**config.mk**
```make
export PLATFORM = sky130hd
export DESIGN_NAME = prf_regs
export DESIGN_NICKNAME = d
export VERILOG_FILES = /design/src/rtl/prf_pkg.sv /design/src/rtl/prf_ser_if.sv /design/src/rtl/prf_ser.sv /design/src/rtl/prf_regs.sv
export SDC_FILE = /design/constraint.sdc
export NUM_CORES = 1
export LEC_CHECK = 0
export CORE_AREA = 5 5 144 146
export CTS_CLUSTER_SIZE = 30
export DETAILED_ROUTE_END_ITERATION = 7
export DIE_AREA = 0 0 149 151
export DONT_BUFFER_PORTS = 1
export SYNTH_ARGS = -nofsm -noshare
export SYNTH_HDL_FRONTEND = slang
export SYNTH_HIERARCHICAL = 1
export SYNTH_SLANG_ARGS = --single-unit
```
**constraint.sdc**
```tcl
create_clock -name clock -period 2.95 [get_ports clock]
set_input_delay 0.59 -clock clock [delete_from_list [all_inputs] [get_ports clock]]
set_output_delay 0.59 -clock clock [all_outputs]
set_load 0.02 [all_outputs]
```
**src/rtl/prf_pkg.sv**
```systemverilog
// Package: constants and types for the profile register and lock flag block
package prf_pkg;

   // ****************************************
   // Serial address map
   // ****************************************
   localparam logic [4:0] PRF_ADDR_CTRL_ONE = 5'h00;
   localparam logic [4:0] PRF_ADDR_PROF_SIX = 5'h0C;
   localparam logic [4:0] PRF_ADDR_PROF_SEV = 5'h0D;

   // ****************************************
   // Instruction byte fields
   // ****************************************
   localparam int         PRF_INSTR_RD_BIT  = 7;
   localparam int         PRF_INSTR_ADDR_HI = 4;

   // ****************************************
   // Register layout
   // ****************************************
   localparam int         PRF_PROF_W        = 64;
   localparam int         PRF_PROF_USED_W   = 62;
   localparam int         PRF_TUNE_W        = 48;
   localparam int         PRF_PHASE_W       = 14;
   localparam int         PRF_PHASE_LSB     = 48;
   localparam int         PRF_CTRL_W        = 32;
   localparam int         PRF_LOCK_FLAG_BIT = 24;

   // Last byte index of a transfer, bytes counted from zero
   localparam logic [2:0] PRF_PROF_LAST_BYTE = 3'h7;
   localparam logic [2:0] PRF_CTRL_LAST_BYTE = 3'h3;

   // ****************************************
   // Reset values
   // ****************************************
   localparam logic [61:0] PRF_PROF_RST = 62'h0000000000000000;
   localparam logic        PRF_FLAG_RST = 1'b0;

   // ****************************************
   // Transaction states
   // ****************************************
   typedef enum logic [1:0] {
      PRF_ST_INSTR = 2'b01,
      PRF_ST_DATA  = 2'b10
   } prf_state_t;

endpackage : prf_pkg

```
**src/rtl/prf_ser_if.sv**
```systemverilog
// Interface: byte stream between serial shifter and register bank
`timescale 1ns/100ps
interface prf_ser_if;
   logic       frame_start;
   logic       rx_stb;
   logic [7:0] rx_byte;
   logic [7:0] tx_byte;
   logic       rd_active;

   modport ser  (output frame_start, output rx_stb, output rx_byte,
                 input tx_byte, input rd_active);
   modport regs (input frame_start, input rx_stb, input rx_byte,
                 output tx_byte, output rd_active);
endinterface : prf_ser_if

```
**src/rtl/prf_ser.sv**
```systemverilog
// Module: serial port pin synchroniser and byte shifter
`timescale 1ns/100ps
module prf_ser (
   input  wire logic clock,
   input  wire logic arst_n,
   input  wire logic sclk,
   input  wire logic cs_n,
   input  wire logic sdi,
   output logic      sdo_bit,
   prf_ser_if.ser    bus
);

   // ****************************************
   // Pin synchronisers
   // ****************************************
   logic [2:0] meta_ff;
   logic [2:0] sync_ff;
   logic       sclk_d_ff;
   logic       cs_d_ff;

   always_ff @(posedge clock or negedge arst_n) begin
      if (!arst_n) begin
         meta_ff   <= 3'h3;
         sync_ff   <= 3'h3;
         sclk_d_ff <= 1'b1;
         cs_d_ff   <= 1'b1;
      end else begin
         meta_ff   <= {sdi, cs_n, sclk};
         sync_ff   <= meta_ff;
         sclk_d_ff <= sync_ff[0];
         cs_d_ff   <= sync_ff[1];
      end
   end

   logic sclk_s;
   logic cs_s_n;
   logic sdi_s;
   logic rise;
   logic fall;

   assign sclk_s = sync_ff[0];
   assign cs_s_n = sync_ff[1];
   assign sdi_s  = sync_ff[2];
   assign rise   = !cs_s_n && sclk_s && !sclk_d_ff;
   assign fall   = !cs_s_n && !sclk_s && sclk_d_ff;

   // ****************************************
   // Shifters
   // ****************************************
   logic [2:0] cnt_ff,  nxt_cnt;
   logic [7:0] in_ff,   nxt_in;
   logic [7:0] out_ff,  nxt_out;
   logic       stb_ff,  nxt_stb;

   always_comb begin
      nxt_cnt = cnt_ff;
      nxt_in  = in_ff;
      nxt_out = out_ff;
      nxt_stb = 1'b0;
      if (cs_s_n) begin
         nxt_cnt = 3'h0;
      end else begin
         if (rise) begin
            nxt_in  = {in_ff[6:0], sdi_s};
            nxt_cnt = cnt_ff + 3'h1;
            nxt_stb = (cnt_ff == 3'h7);
         end
         // Load on the first falling edge of a byte, so data is ready before its first rise
         if (fall) begin
            nxt_out = (cnt_ff == 3'h0) ? bus.tx_byte : {out_ff[6:0], 1'b0};
         end
      end
   end

   always_ff @(posedge clock or negedge arst_n) begin
      if (!arst_n) begin
         cnt_ff <= 3'h0;
         in_ff  <= 8'h00;
         out_ff <= 8'h00;
         stb_ff <= 1'b0;
      end else begin
         cnt_ff <= nxt_cnt;
         in_ff  <= nxt_in;
         out_ff <= nxt_out;
         stb_ff <= nxt_stb;
      end
   end

   assign bus.rx_stb      = stb_ff;
   assign bus.rx_byte     = in_ff;
   // Held through idle time too, so a read cut short still releases the data pin
   assign bus.frame_start = cs_s_n || cs_d_ff;
   assign sdo_bit         = out_ff[7];

endmodule : prf_ser

```
**src/rtl/prf_regs.sv**
```systemverilog
// Module: profile six/seven registers and lock-loss flag behind the serial port
`timescale 1ns/100ps
module prf_regs (
   input  wire logic         clock,
   input  wire logic         arst_n,
   input  wire logic         sclk,
   input  wire logic         cs_n,
   input  wire logic         sdio_in,
   output logic              sdio_out,
   output logic              sdio_oe_n,
   output logic              sdo,
   input  wire logic         three_wire_mode,
   input  wire logic         auto_sync_mode,
   input  wire logic         hw_manual_sync_mode,
   input  wire logic         pll_locked,
   output logic              status_out,
   output logic              status_oe_n,
   output logic              lock_lost_flag,
   output logic [47:0]       profile_six_tuning_word,
   output logic [13:0]       profile_six_phase_offset,
   output logic [47:0]       profile_seven_tuning_word,
   output logic [13:0]       profile_seven_phase_offset
);

   // ****************************************
   // Serial shifter
   // ****************************************
   prf_ser_if sbus ();
   logic      sdo_bit;

   prf_ser u_ser (
      .clock   (clock),
      .arst_n  (arst_n),
      .sclk    (sclk),
      .cs_n    (cs_n),
      .sdi     (sdio_in),
      .sdo_bit (sdo_bit),
      .bus     (sbus.ser)
   );

   // ****************************************
   // Lock indicator synchroniser
   // ****************************************
   logic lock_meta_ff;
   logic lock_sync_ff;

   always_ff @(posedge clock or negedge arst_n) begin
      if (!arst_n) begin
         lock_meta_ff <= 1'b1;
         lock_sync_ff <= 1'b1;
      end else begin
         lock_meta_ff <= pll_locked;
         lock_sync_ff <= lock_meta_ff;
      end
   end

   // ****************************************
   // Helpers
   // ****************************************
   function automatic logic [7:0] prf_byte_of(input logic [63:0] word, input logic [2:0] idx);
      logic [5:0] lsb;
      lsb = 6'(7 - idx) << 3;
      prf_byte_of = word[lsb +: 8];
   endfunction : prf_byte_of

   function automatic logic [61:0] prf_put_byte(input logic [61:0] word,
                                                input logic [2:0]  idx,
                                                input logic [7:0]  data);
      logic [63:0] full;
      logic [5:0]  lsb;
      full            = {2'b00, word};
      lsb             = 6'(7 - idx) << 3;
      full[lsb +: 8]  = data;
      prf_put_byte    = full[61:0];
   endfunction : prf_put_byte

   // ****************************************
   // Transaction state and registers
   // ****************************************
   prf_pkg::prf_state_t state_ff, nxt_state;
   logic [4:0]          addr_ff,  nxt_addr;
   logic                rd_ff,    nxt_rd;
   logic                valid_ff, nxt_valid;
   logic [2:0]          idx_ff,   nxt_idx;
   logic [2:0]          last_ff,  nxt_last;
   logic [7:0]          tx_ff,    nxt_tx;
   logic [61:0]         six_ff,   nxt_six;
   logic [61:0]         sev_ff,   nxt_sev;
   logic                flag_ff,  nxt_flag;

   logic [4:0]  instr_addr;
   logic        flag_clear;
   logic [63:0] ctrl_word;

   // Only the lock flag at bit 24 of the control word lives here; all other bits read zero
   assign ctrl_word = {32'h00000000, 7'h00, flag_ff, 24'h000000};

   function automatic logic [63:0] prf_read_word(input logic [4:0]  addr,
                                                 input logic [61:0] six,
                                                 input logic [61:0] sev,
                                                 input logic [63:0] ctrl);
      unique case (addr)
         prf_pkg::PRF_ADDR_PROF_SIX: prf_read_word = {2'b00, six};
         prf_pkg::PRF_ADDR_PROF_SEV: prf_read_word = {2'b00, sev};
         prf_pkg::PRF_ADDR_CTRL_ONE: prf_read_word = {ctrl[31:0], 32'h00000000};
         default:                    prf_read_word = 64'h0000000000000000;
      endcase
   endfunction : prf_read_word

   assign instr_addr = sbus.rx_byte[prf_pkg::PRF_INSTR_ADDR_HI:0];

   always_comb begin
      nxt_state  = state_ff;
      nxt_addr   = addr_ff;
      nxt_rd     = rd_ff;
      nxt_valid  = valid_ff;
      nxt_idx    = idx_ff;
      nxt_last   = last_ff;
      nxt_tx     = tx_ff;
      nxt_six    = six_ff;
      nxt_sev    = sev_ff;
      flag_clear = 1'b0;
      if (sbus.frame_start) begin
         nxt_state = prf_pkg::PRF_ST_INSTR;
         nxt_tx    = 8'h00;
      end else if (sbus.rx_stb) begin
         unique case (state_ff)
            prf_pkg::PRF_ST_INSTR: begin
               nxt_state = prf_pkg::PRF_ST_DATA;
               nxt_addr  = instr_addr;
               nxt_rd    = sbus.rx_byte[prf_pkg::PRF_INSTR_RD_BIT];
               nxt_idx   = 3'h0;
               nxt_valid = 1'b1;
               unique case (instr_addr)
                  prf_pkg::PRF_ADDR_PROF_SIX: nxt_last = prf_pkg::PRF_PROF_LAST_BYTE;
                  prf_pkg::PRF_ADDR_PROF_SEV: nxt_last = prf_pkg::PRF_PROF_LAST_BYTE;
                  // Whole four-byte word assumed on the control register
                  prf_pkg::PRF_ADDR_CTRL_ONE: nxt_last = prf_pkg::PRF_CTRL_LAST_BYTE;
                  default: begin
                     nxt_last  = 3'h0;
                     nxt_valid = 1'b0;
                  end
               endcase
               nxt_tx = nxt_rd ? prf_byte_of(prf_read_word(instr_addr, six_ff, sev_ff,
                                                           ctrl_word), 3'h0) : 8'h00;
               // Flag byte goes out first, so the readback clears it here
               flag_clear = nxt_rd && (instr_addr == prf_pkg::PRF_ADDR_CTRL_ONE);
            end
            prf_pkg::PRF_ST_DATA: begin
               if (valid_ff && !rd_ff) begin
                  if (addr_ff == prf_pkg::PRF_ADDR_PROF_SIX) begin
                     nxt_six = prf_put_byte(six_ff, idx_ff, sbus.rx_byte);
                  end
                  if (addr_ff == prf_pkg::PRF_ADDR_PROF_SEV) begin
                     nxt_sev = prf_put_byte(sev_ff, idx_ff, sbus.rx_byte);
                  end
               end
               nxt_idx = idx_ff + 3'h1;
               nxt_tx  = (rd_ff && valid_ff)
                       ? prf_byte_of(prf_read_word(addr_ff, six_ff, sev_ff, ctrl_word),
                                     nxt_idx)
                       : 8'h00;
               // Unknown addresses take one byte, then a new instruction is expected
               if (idx_ff == last_ff) begin
                  nxt_state = prf_pkg::PRF_ST_INSTR;
                  nxt_tx    = 8'h00;
               end
            end
         endcase
      end
   end

   // Unlock level sets; set beats the readback clear
   always_comb begin
      nxt_flag = flag_ff;
      if (flag_clear) begin
         nxt_flag = 1'b0;
      end
      if (!lock_sync_ff) begin
         nxt_flag = 1'b1;
      end
   end

   always_ff @(posedge clock or negedge arst_n) begin
      if (!arst_n) begin
         state_ff <= prf_pkg::PRF_ST_INSTR;
         addr_ff  <= 5'h00;
         rd_ff    <= 1'b0;
         valid_ff <= 1'b0;
         idx_ff   <= 3'h0;
         last_ff  <= 3'h0;
         tx_ff    <= 8'h00;
         six_ff   <= prf_pkg::PRF_PROF_RST;
         sev_ff   <= prf_pkg::PRF_PROF_RST;
         flag_ff  <= prf_pkg::PRF_FLAG_RST;
      end else begin
         state_ff <= nxt_state;
         addr_ff  <= nxt_addr;
         rd_ff    <= nxt_rd;
         valid_ff <= nxt_valid;
         idx_ff   <= nxt_idx;
         last_ff  <= nxt_last;
         tx_ff    <= nxt_tx;
         six_ff   <= nxt_six;
         sev_ff   <= nxt_sev;
         flag_ff  <= nxt_flag;
      end
   end

   // ****************************************
   // Outputs
   // ****************************************
   logic sync_mode;

   assign sbus.tx_byte  = tx_ff;
   assign sbus.rd_active = (state_ff == prf_pkg::PRF_ST_DATA) && rd_ff;

   assign sdo       = sdo_bit;
   assign sdio_out  = sdo_bit;
   assign sdio_oe_n = !(sbus.rd_active && !three_wire_mode);

   // Pin becomes the sync input; flag carries the lock news instead
   assign sync_mode   = auto_sync_mode || hw_manual_sync_mode;
   assign status_oe_n = sync_mode;
   assign status_out  = sync_mode ? 1'b0 : lock_sync_ff;
   assign lock_lost_flag = flag_ff;

   assign profile_six_tuning_word    = six_ff[prf_pkg::PRF_TUNE_W-1:0];
   assign profile_six_phase_offset   = six_ff[prf_pkg::PRF_PHASE_LSB +: prf_pkg::PRF_PHASE_W];
   assign profile_seven_tuning_word  = sev_ff[prf_pkg::PRF_TUNE_W-1:0];
   assign profile_seven_phase_offset = sev_ff[prf_pkg::PRF_PHASE_LSB +: prf_pkg::PRF_PHASE_W];

endmodule : prf_regs

```
==> results of run 1 <==
layout make-up:
type | count | area [um^2] | area share (%)
Inverter | 10 | 37.5 | 0.404
Multi-Input combinational cell | 425 | 3740 | 40.2
Tap cell | 265 | 332 | 3.57
Sequential cell | 177 | 4440 | 47.8
Clock inverter | 11 | 108 | 1.16
Timing Repair Buffer | 22 | 190 | 2.05
Clock buffer | 19 | 443 | 4.77
layout by cell type, fill, tap and decap left out, drive strengths merged, types with 8 or more instances in the layout:
cell type,instances
a21oi,11
buf,22
clkbuf,19
dfrtp,168
dfstp,9
inv,14
mux2,126
mux2i,39
mux4,15
nand2,67
nand3,13
nor2,31
nor2b,8
o21ai,24
o22ai,11
power by group through the flow:
stage | sequential, mW | clock [mW] | combinational [mW]
2_1_floorplan | 2.62 | 0 | 0.304
3_3_place_gp | 2.72 | 0 | 0.378
4_1_cts | 2.68 | 2.21 | 0.386
3_5_place_dp | 2.73 | 0 | 0.385
5_1_grt | 2.70 | 2.31 | 0.413
6_report | 2.69 | 2.16 | 0.384
registers in the layout, indices dropped and copies added, names as in the netlist, 5 cells and up:
name               cells
sev_ff                62
six_ff                62
sbus.tx_byte           8
u_ser/bus.rx_byte      8
u_ser/out_ff           8
addr_ff                5
how the worst max path moves through the flow:
stage	end	slack, ps
5_1_grt	six_ff[1]$_DFFE_PN0P_	200
6_report	six_ff[1]$_DFFE_PN0P_	340
4_1_cts	six_ff[1]$_DFFE_PN0P_	320
3_5_place_dp	six_ff[7]$_DFFE_PN0P_	330
2_1_floorplan	six_ff[0]$_DFFE_PN0P_	540
3_3_place_gp	six_ff[5]$_DFFE_PN0P_	360
logic make-up (layout without fill, tap and decap cells):
logic type	Yosys count	after routing	synth area share (%)
multiplexers	180	180	26.1
XOR/XNOR	2	2	0.207
adder cells (fa/ha/maj)	5	5	0.739
AND/OR/NAND/NOR	159	159	10.8
buffers and inverters	51	62	3.34
AO/OA/AOI/OAI	79	79	6.31
flip-flops	177	177	52.5
layer usage:
layer  share of wire, %  GRT usage (%)
met3                7.8           8.08
met4                3.5           8.65
met1                 41           29.1
met5               0.11              0
met2                 48           35.6
worst max-delay path, cell delays in order, from the launching register on:
cell,delay (ps)
dfstp_2,420
or2_2,370
and4bb_1,310
and4b_4,390
or3b_1,620
mux2_4,380
stage by stage:
stage	std cells	power (mW)
finish	929	5.23
global route	929	5.42
CTS	929	5.27
detailed placement	899	3.11
global placement	899	3.10
floorplan	653	2.92
==> flow_summary.json, run 1 <==
{
  "outcome": "finished with violations",
  "violations": "negative hold slack",
  "cts-buffers-inserted": 17,
  "final.setup.tns_ps": 0,
  "timing.critical_path.required_ps": 3260,
  "power_per_cell_area_nw_per_um2": 563,
  "synth.yosys.seq_area_share_pct": 52.5,
  "pre_antenna_drt_iters": 5,
  "pwr-share-comb_pct": 7.3,
  "clock-sinks": 177,
  "final_hold_slack_ps": -135,
  "r2r_setup_slack_ps": 340,
  "fin_util_pct": 48.2,
  "route.detailed.wl_per_inst_um": 26.6,
  "irDropWorstVdd_uv": 347,
  "worst_slew_pin_slew_ps": 868,
  "ys_warn_count": 6,
  "cts_setup_buffers": 0,
  "worst_r2r_startpoint": "u_ser/sync_ff[1]$_DFF_PN1_",
  "die_y_um": 151,
  "timing.hold.worst.class": "primary input to asynchronous set/reset pin",
  "finalClockSkew_ps": 9.87,
  "remaining_drc_errors": 0,
  "yosysTopAreaCell": "dfrtp_1",
  "postSynthNetCount": 667,
  "grt_first_pass_wirelength_um": 37700,
  "maximum_number_of_pins_on_one_net_before_global_route_repair": 178,
  "postRouteAntennaNets": 0,
  "viasPerCell": 5.87,
  "synth_cell_types": 67,
  "hpwl_um": 17800,
  "fp.dieArea_um2": 22500,
  "std_cell_rows": 51,
  "r2r_end": "six_ff[1]$_DFFE_PN0P_",
  "postSynthRegisterBits": 177,
  "synth.top_cell.area_share_pct": 49.7,
  "p_clk_share_pct": 41.4,
  "wirelength_um": 24800,
  "hold_violation_count_in_the_final_report": 168,
  "finish.net_count": 667,
  "start_util_pct": 43.9,
  "post_synth_main_area_contributors": "dfrtp_1 (50%), mux2_2 (15%), mux2i_1 (4.6%), mux4_2 (4.0%), nand2_1 (2.9%)",
  "via_count_of_the_first_global_routing_pass": 5687,
  "finalCritPeriodShare_pct": 88.4,
  "maxSlewHeadroom_pct": 41.7,
  "ios": 139,
  "r2r.worst_path.cells": 5,
  "cap_viol_max_count": 0,
  "routabilityCongestion": 0.882,
  "ys_top_cells_by_count": "dfrtp_1 (168), mux2_2 (110), nand2_1 (66), mux2i_1 (39), o21ai_0 (24)",
  "timing.final.setup_violations": 0,
  "track_usage_pct": 22.7,
  "critical_path.endpoint_type": "flip-flop",
  "critical_path_peak_fanout": 12,
  "min_period_ps": 2610,
  "maxClockFrequency_mhz": 383,
  "post-place-ws_ps": 331,
  "worst_ep_arrival_time_ps": 2920,
  "synthCells": 653,
  "yosys.cell_count.top_type": "dfrtp_1",
  "clock_tree_from_tritoncts": "done",
  "synth_top_flop_cell": "dfrtp_1",
  "rsz0062_at_grt": "no",
  "grt_remaining_overflow": 0,
  "layout-drive-gt1-share_pct": 34.5,
  "number_of_enable_type_register_cells_in_the_synthesized_netlist": 0,
  "clock_tree.htree_level_count": 4,
  "setup.worst_path.class": "flip-flop to flip-flop",
  "core_um2": 19300,
  "nFillCells": 1755,
  "areaGrowthSynthToFinish_pct": 9.79,
  "route.vias.total": 5453,
  "clkLatencyLatePin_ps": 430,
  "internal_pwr_total_mw": 3.84,
  "critical_path.startpoint_type": "flip-flop",
  "power.static_leakage_nw": 4.28,
  "drt_iter0_markers": 381,
  "post_cts_resized": 0,
  "stdcell_area_um2": 9290,
  "proportion_of_register_bits_with_asynchronous_set_or_reset_after_synthesis_pct": 100,
  "critPathLaunch": "u_ser/sync_ff[1]$_DFF_PN1_",
  "n_antenna_cell": 0,
  "cts.clk_slew.worst_paths_ps": 60,
  "final_max_slew_viol_count": 0,
  "antenna_found_initial": 2,
  "sequentialPowerShare_pct": 51.3,
  "synthesis.area_per_instance_um2": 13.0,
  "final_worst_path_setup_slack_ps": 342,
  "syn_area_um2": 8460,
  "dpl-instance-area_um2": 8740,
  "buffer_ports.inserted": 0,
  "die-width_um": 149,
  "netSwitchingFraction_pct": 26.7,
  "root_buffer": "clkbuf_16",
  "netSwitchingPower_mw": 1.40,
  "cts-root-to-sink-buffers": 2
}
Power figures use the tool's default switching activity.
==> inputs of run 2 (changes only) <==
--- a/config.mk
+++ b/config.mk
@@ -5,11 +5,14 @@
 export SDC_FILE = /design/constraint.sdc
 export NUM_CORES = 1
 export LEC_CHECK = 0
-export CORE_AREA = 5 5 144 146
+export CELL_PAD_IN_SITES_DETAIL_PLACEMENT = 1
+export CELL_PAD_IN_SITES_GLOBAL_PLACEMENT = 2
+export CORE_AREA = 5 5 147 149
 export CTS_CLUSTER_SIZE = 30
 export DETAILED_ROUTE_END_ITERATION = 7
-export DIE_AREA = 0 0 149 151
+export DIE_AREA = 0 0 152 154
 export DONT_BUFFER_PORTS = 1
+export PLACE_DENSITY_LB_ADDON = 0.1
 export SYNTH_ARGS = -nofsm -noshare
 export SYNTH_HDL_FRONTEND = slang
 export SYNTH_HIERARCHICAL = 1
==> run 2 against run 1 <==
Effect of this change: the flow still finishes with violations (negative hold slack); critical path depth up 1; die area up 4.0%; core utilization down 1.6 points; global-route usage up 0.14 points; hold slack worse by 8.8 ps; sequential share of layout area down 0.21 points; worst setup slack worse by 86 ps; routed wire length up 6.6%; largest cell class unchanged.
==> flow_summary.json, run 2 (synthesis results as in run 1) <==
{
  "outcome": "finished with violations",
  "violations": "negative hold slack",
  "finish.net_count": 666,
  "timing.hold.worst.class": "primary input to asynchronous set/reset pin",
  "clock-sinks": 177,
  "viasPerCell": 5.77,
  "wirelength_um": 26400,
  "maxClockFrequency_mhz": 371,
  "worst_ep_arrival_time_ps": 3010,
  "clock_tree_from_tritoncts": "done",
  "route.detailed.wl_per_inst_um": 28.2,
  "postRouteAntennaNets": 0,
  "ios": 139,
  "final-instance-count-excl-fill": 935,
  "drt_iter0_markers": 302,
  "areaGrowthSynthToFinish_pct": 10.3,
  "cts_setup_buffers": 0,
  "post-place-cells": 903,
  "post_cts_resized": 0,
  "finalCritPeriodShare_pct": 91.3,
  "route.vias.total": 5398,
  "layout_commonest_cell": "dfrtp_1",
  "n_antenna_cell": 0,
  "critical_path.startpoint_type": "flip-flop",
  "critical_path.endpoint_type": "flip-flop",
  "mostFrequentLayoutCells": "dfrtp_1 (167), mux2_2 (110), nand2_1 (66)",
  "routabilityCongestion": 0.863,
  "min_period_ps": 2690,
  "core_um2": 20000,
  "maximum_number_of_pins_on_one_net_before_global_route_repair": 178,
  "antenna_found_initial": 0,
  "buffer_ports.inserted": 0,
  "hold_violation_count_in_the_final_report": 168,
  "cap_viol_max_count": 0,
  "timing.final.setup_violations": 0,
  "fp.dieArea_um2": 23400,
  "remaining_drc_errors": 0,
  "via_count_of_the_first_global_routing_pass": 6054,
  "reg.largest.list": "sev_ff x62, six_ff x62",
  "hpwl_um": 18500,
  "clkLatencyLatePin_ps": 430,
  "worst_slew_pin_slew_ps": 817,
  "timing.critical_path.required_ps": 3260,
  "grt_remaining_overflow": 0,
  "pre_antenna_drt_iters": 4,
  "track_usage_pct": 22.9,
  "maxSlewHeadroom_pct": 45.3,
  "power.static_leakage_nw": 4.30,
  "irDropWorstVdd_uv": 386,
  "die-width_um": 152,
  "start_util_pct": 42.2,
  "grt_first_pass_wirelength_um": 40700,
  "die_y_um": 154,
  "setup.worst_path.class": "flip-flop to flip-flop",
  "root_buffer": "clkbuf_16",
  "std_cell_rows": 52,
  "cts-root-to-sink-buffers": 2,
  "cts-buffers-inserted": 17,
  "layout-drive-gt1-share_pct": 34.7,
  "critical_path_peak_fanout": 16,
  "final_max_slew_viol_count": 0,
  "cts.clk_slew.worst_paths_ps": 70,
  "final_hold_slack_ps": -144,
  "clock_tree.htree_level_count": 4,
  "power_per_cell_area_nw_per_um2": 583,
  "rsz0062_at_grt": "no",
  "final.setup.tns_ps": 0,
  "finalClockSkew_ps": 13.6
}
-- run 2: changes by cell type in the layout (fill, tap and decap cells not counted), sizes merged --
cell / change
buf: -1
bufinv: +2
clkbuf: -2
clkinv: +4
clkinvlp: -2
-- run 2: metrics by stage --
stage,setup WS [ps],utilization (%),instance area (um^2),power (mW)
CTS,257,46.6,9330,5.48
global route,141,46.6,9330,5.65
detailed placement,277,43.5,8720,3.12
finish,255,46.6,9330,5.44
global placement,313,43.5,8720,3.10
floorplan,541,-,8460,2.92
-- run 2: power by group --
group / switching [mW] / internal (mW) / total, mW
clock network: 1.03 / 1.34 / 2.37
registers: 0.210 / 2.50 / 2.71
logic: 0.213 / 0.149 / 0.362
total: 1.45 / 3.99 / 5.44
-- run 2: per-layer routing --
metal  vias up  wire length, um  track usage (%)
met2       149            12800             37.4
met1      2868            11200             29.6
met5         -                0                0
li1       2357                -                -
met4         0              540             7.06
met3        24             1820             6.69
-- run 2: layout make-up --
class                           instances  area (um^2)
Timing Repair Buffer                   21          170
Multi-Input combinational cell        425         3740
Tap cell                              270          338
Sequential cell                       177         4440
Fill cell                            2095        10700
Clock buffer                           17          425
Clock inverter                         15          180
Inverter                               10         37.5
-- run 2: final timing paths --
check / from / endpoint / cells after the start / slack (ps)
worst max-delay path: idx_ff[0]$_DFFE_PN0P_ / sev_ff[53]$_DFFE_PN0P_ / 6 / 260
worst min-delay path: arst_n / six_ff[51]$_DFFE_PN0P_ / 0 / -140
worst max register to register: idx_ff[0]$_DFFE_PN0P_ / sev_ff[53]$_DFFE_PN0P_ / 6 / 260
worst min register to register: u_ser/meta_ff[2]$_DFF_PN0_ / u_ser/sync_ff[2]$_DFF_PN0_ / 0 / 350
max in group asynchronous: arst_n / state_ff[0]$_DFFE_PN1P_ / 0 / 2690
min in group clock: sclk / u_ser/meta_ff[0]$_DFF_PN1_ / 0 / 150
-- run 2: critical path: stages (launching register included) --
cell and delay (ps):
dfrtp_1 390, ha_1 340, buf_4 260, nand2_2 290, a2111oi_2 430, nand3_2 440, mux2_2 420
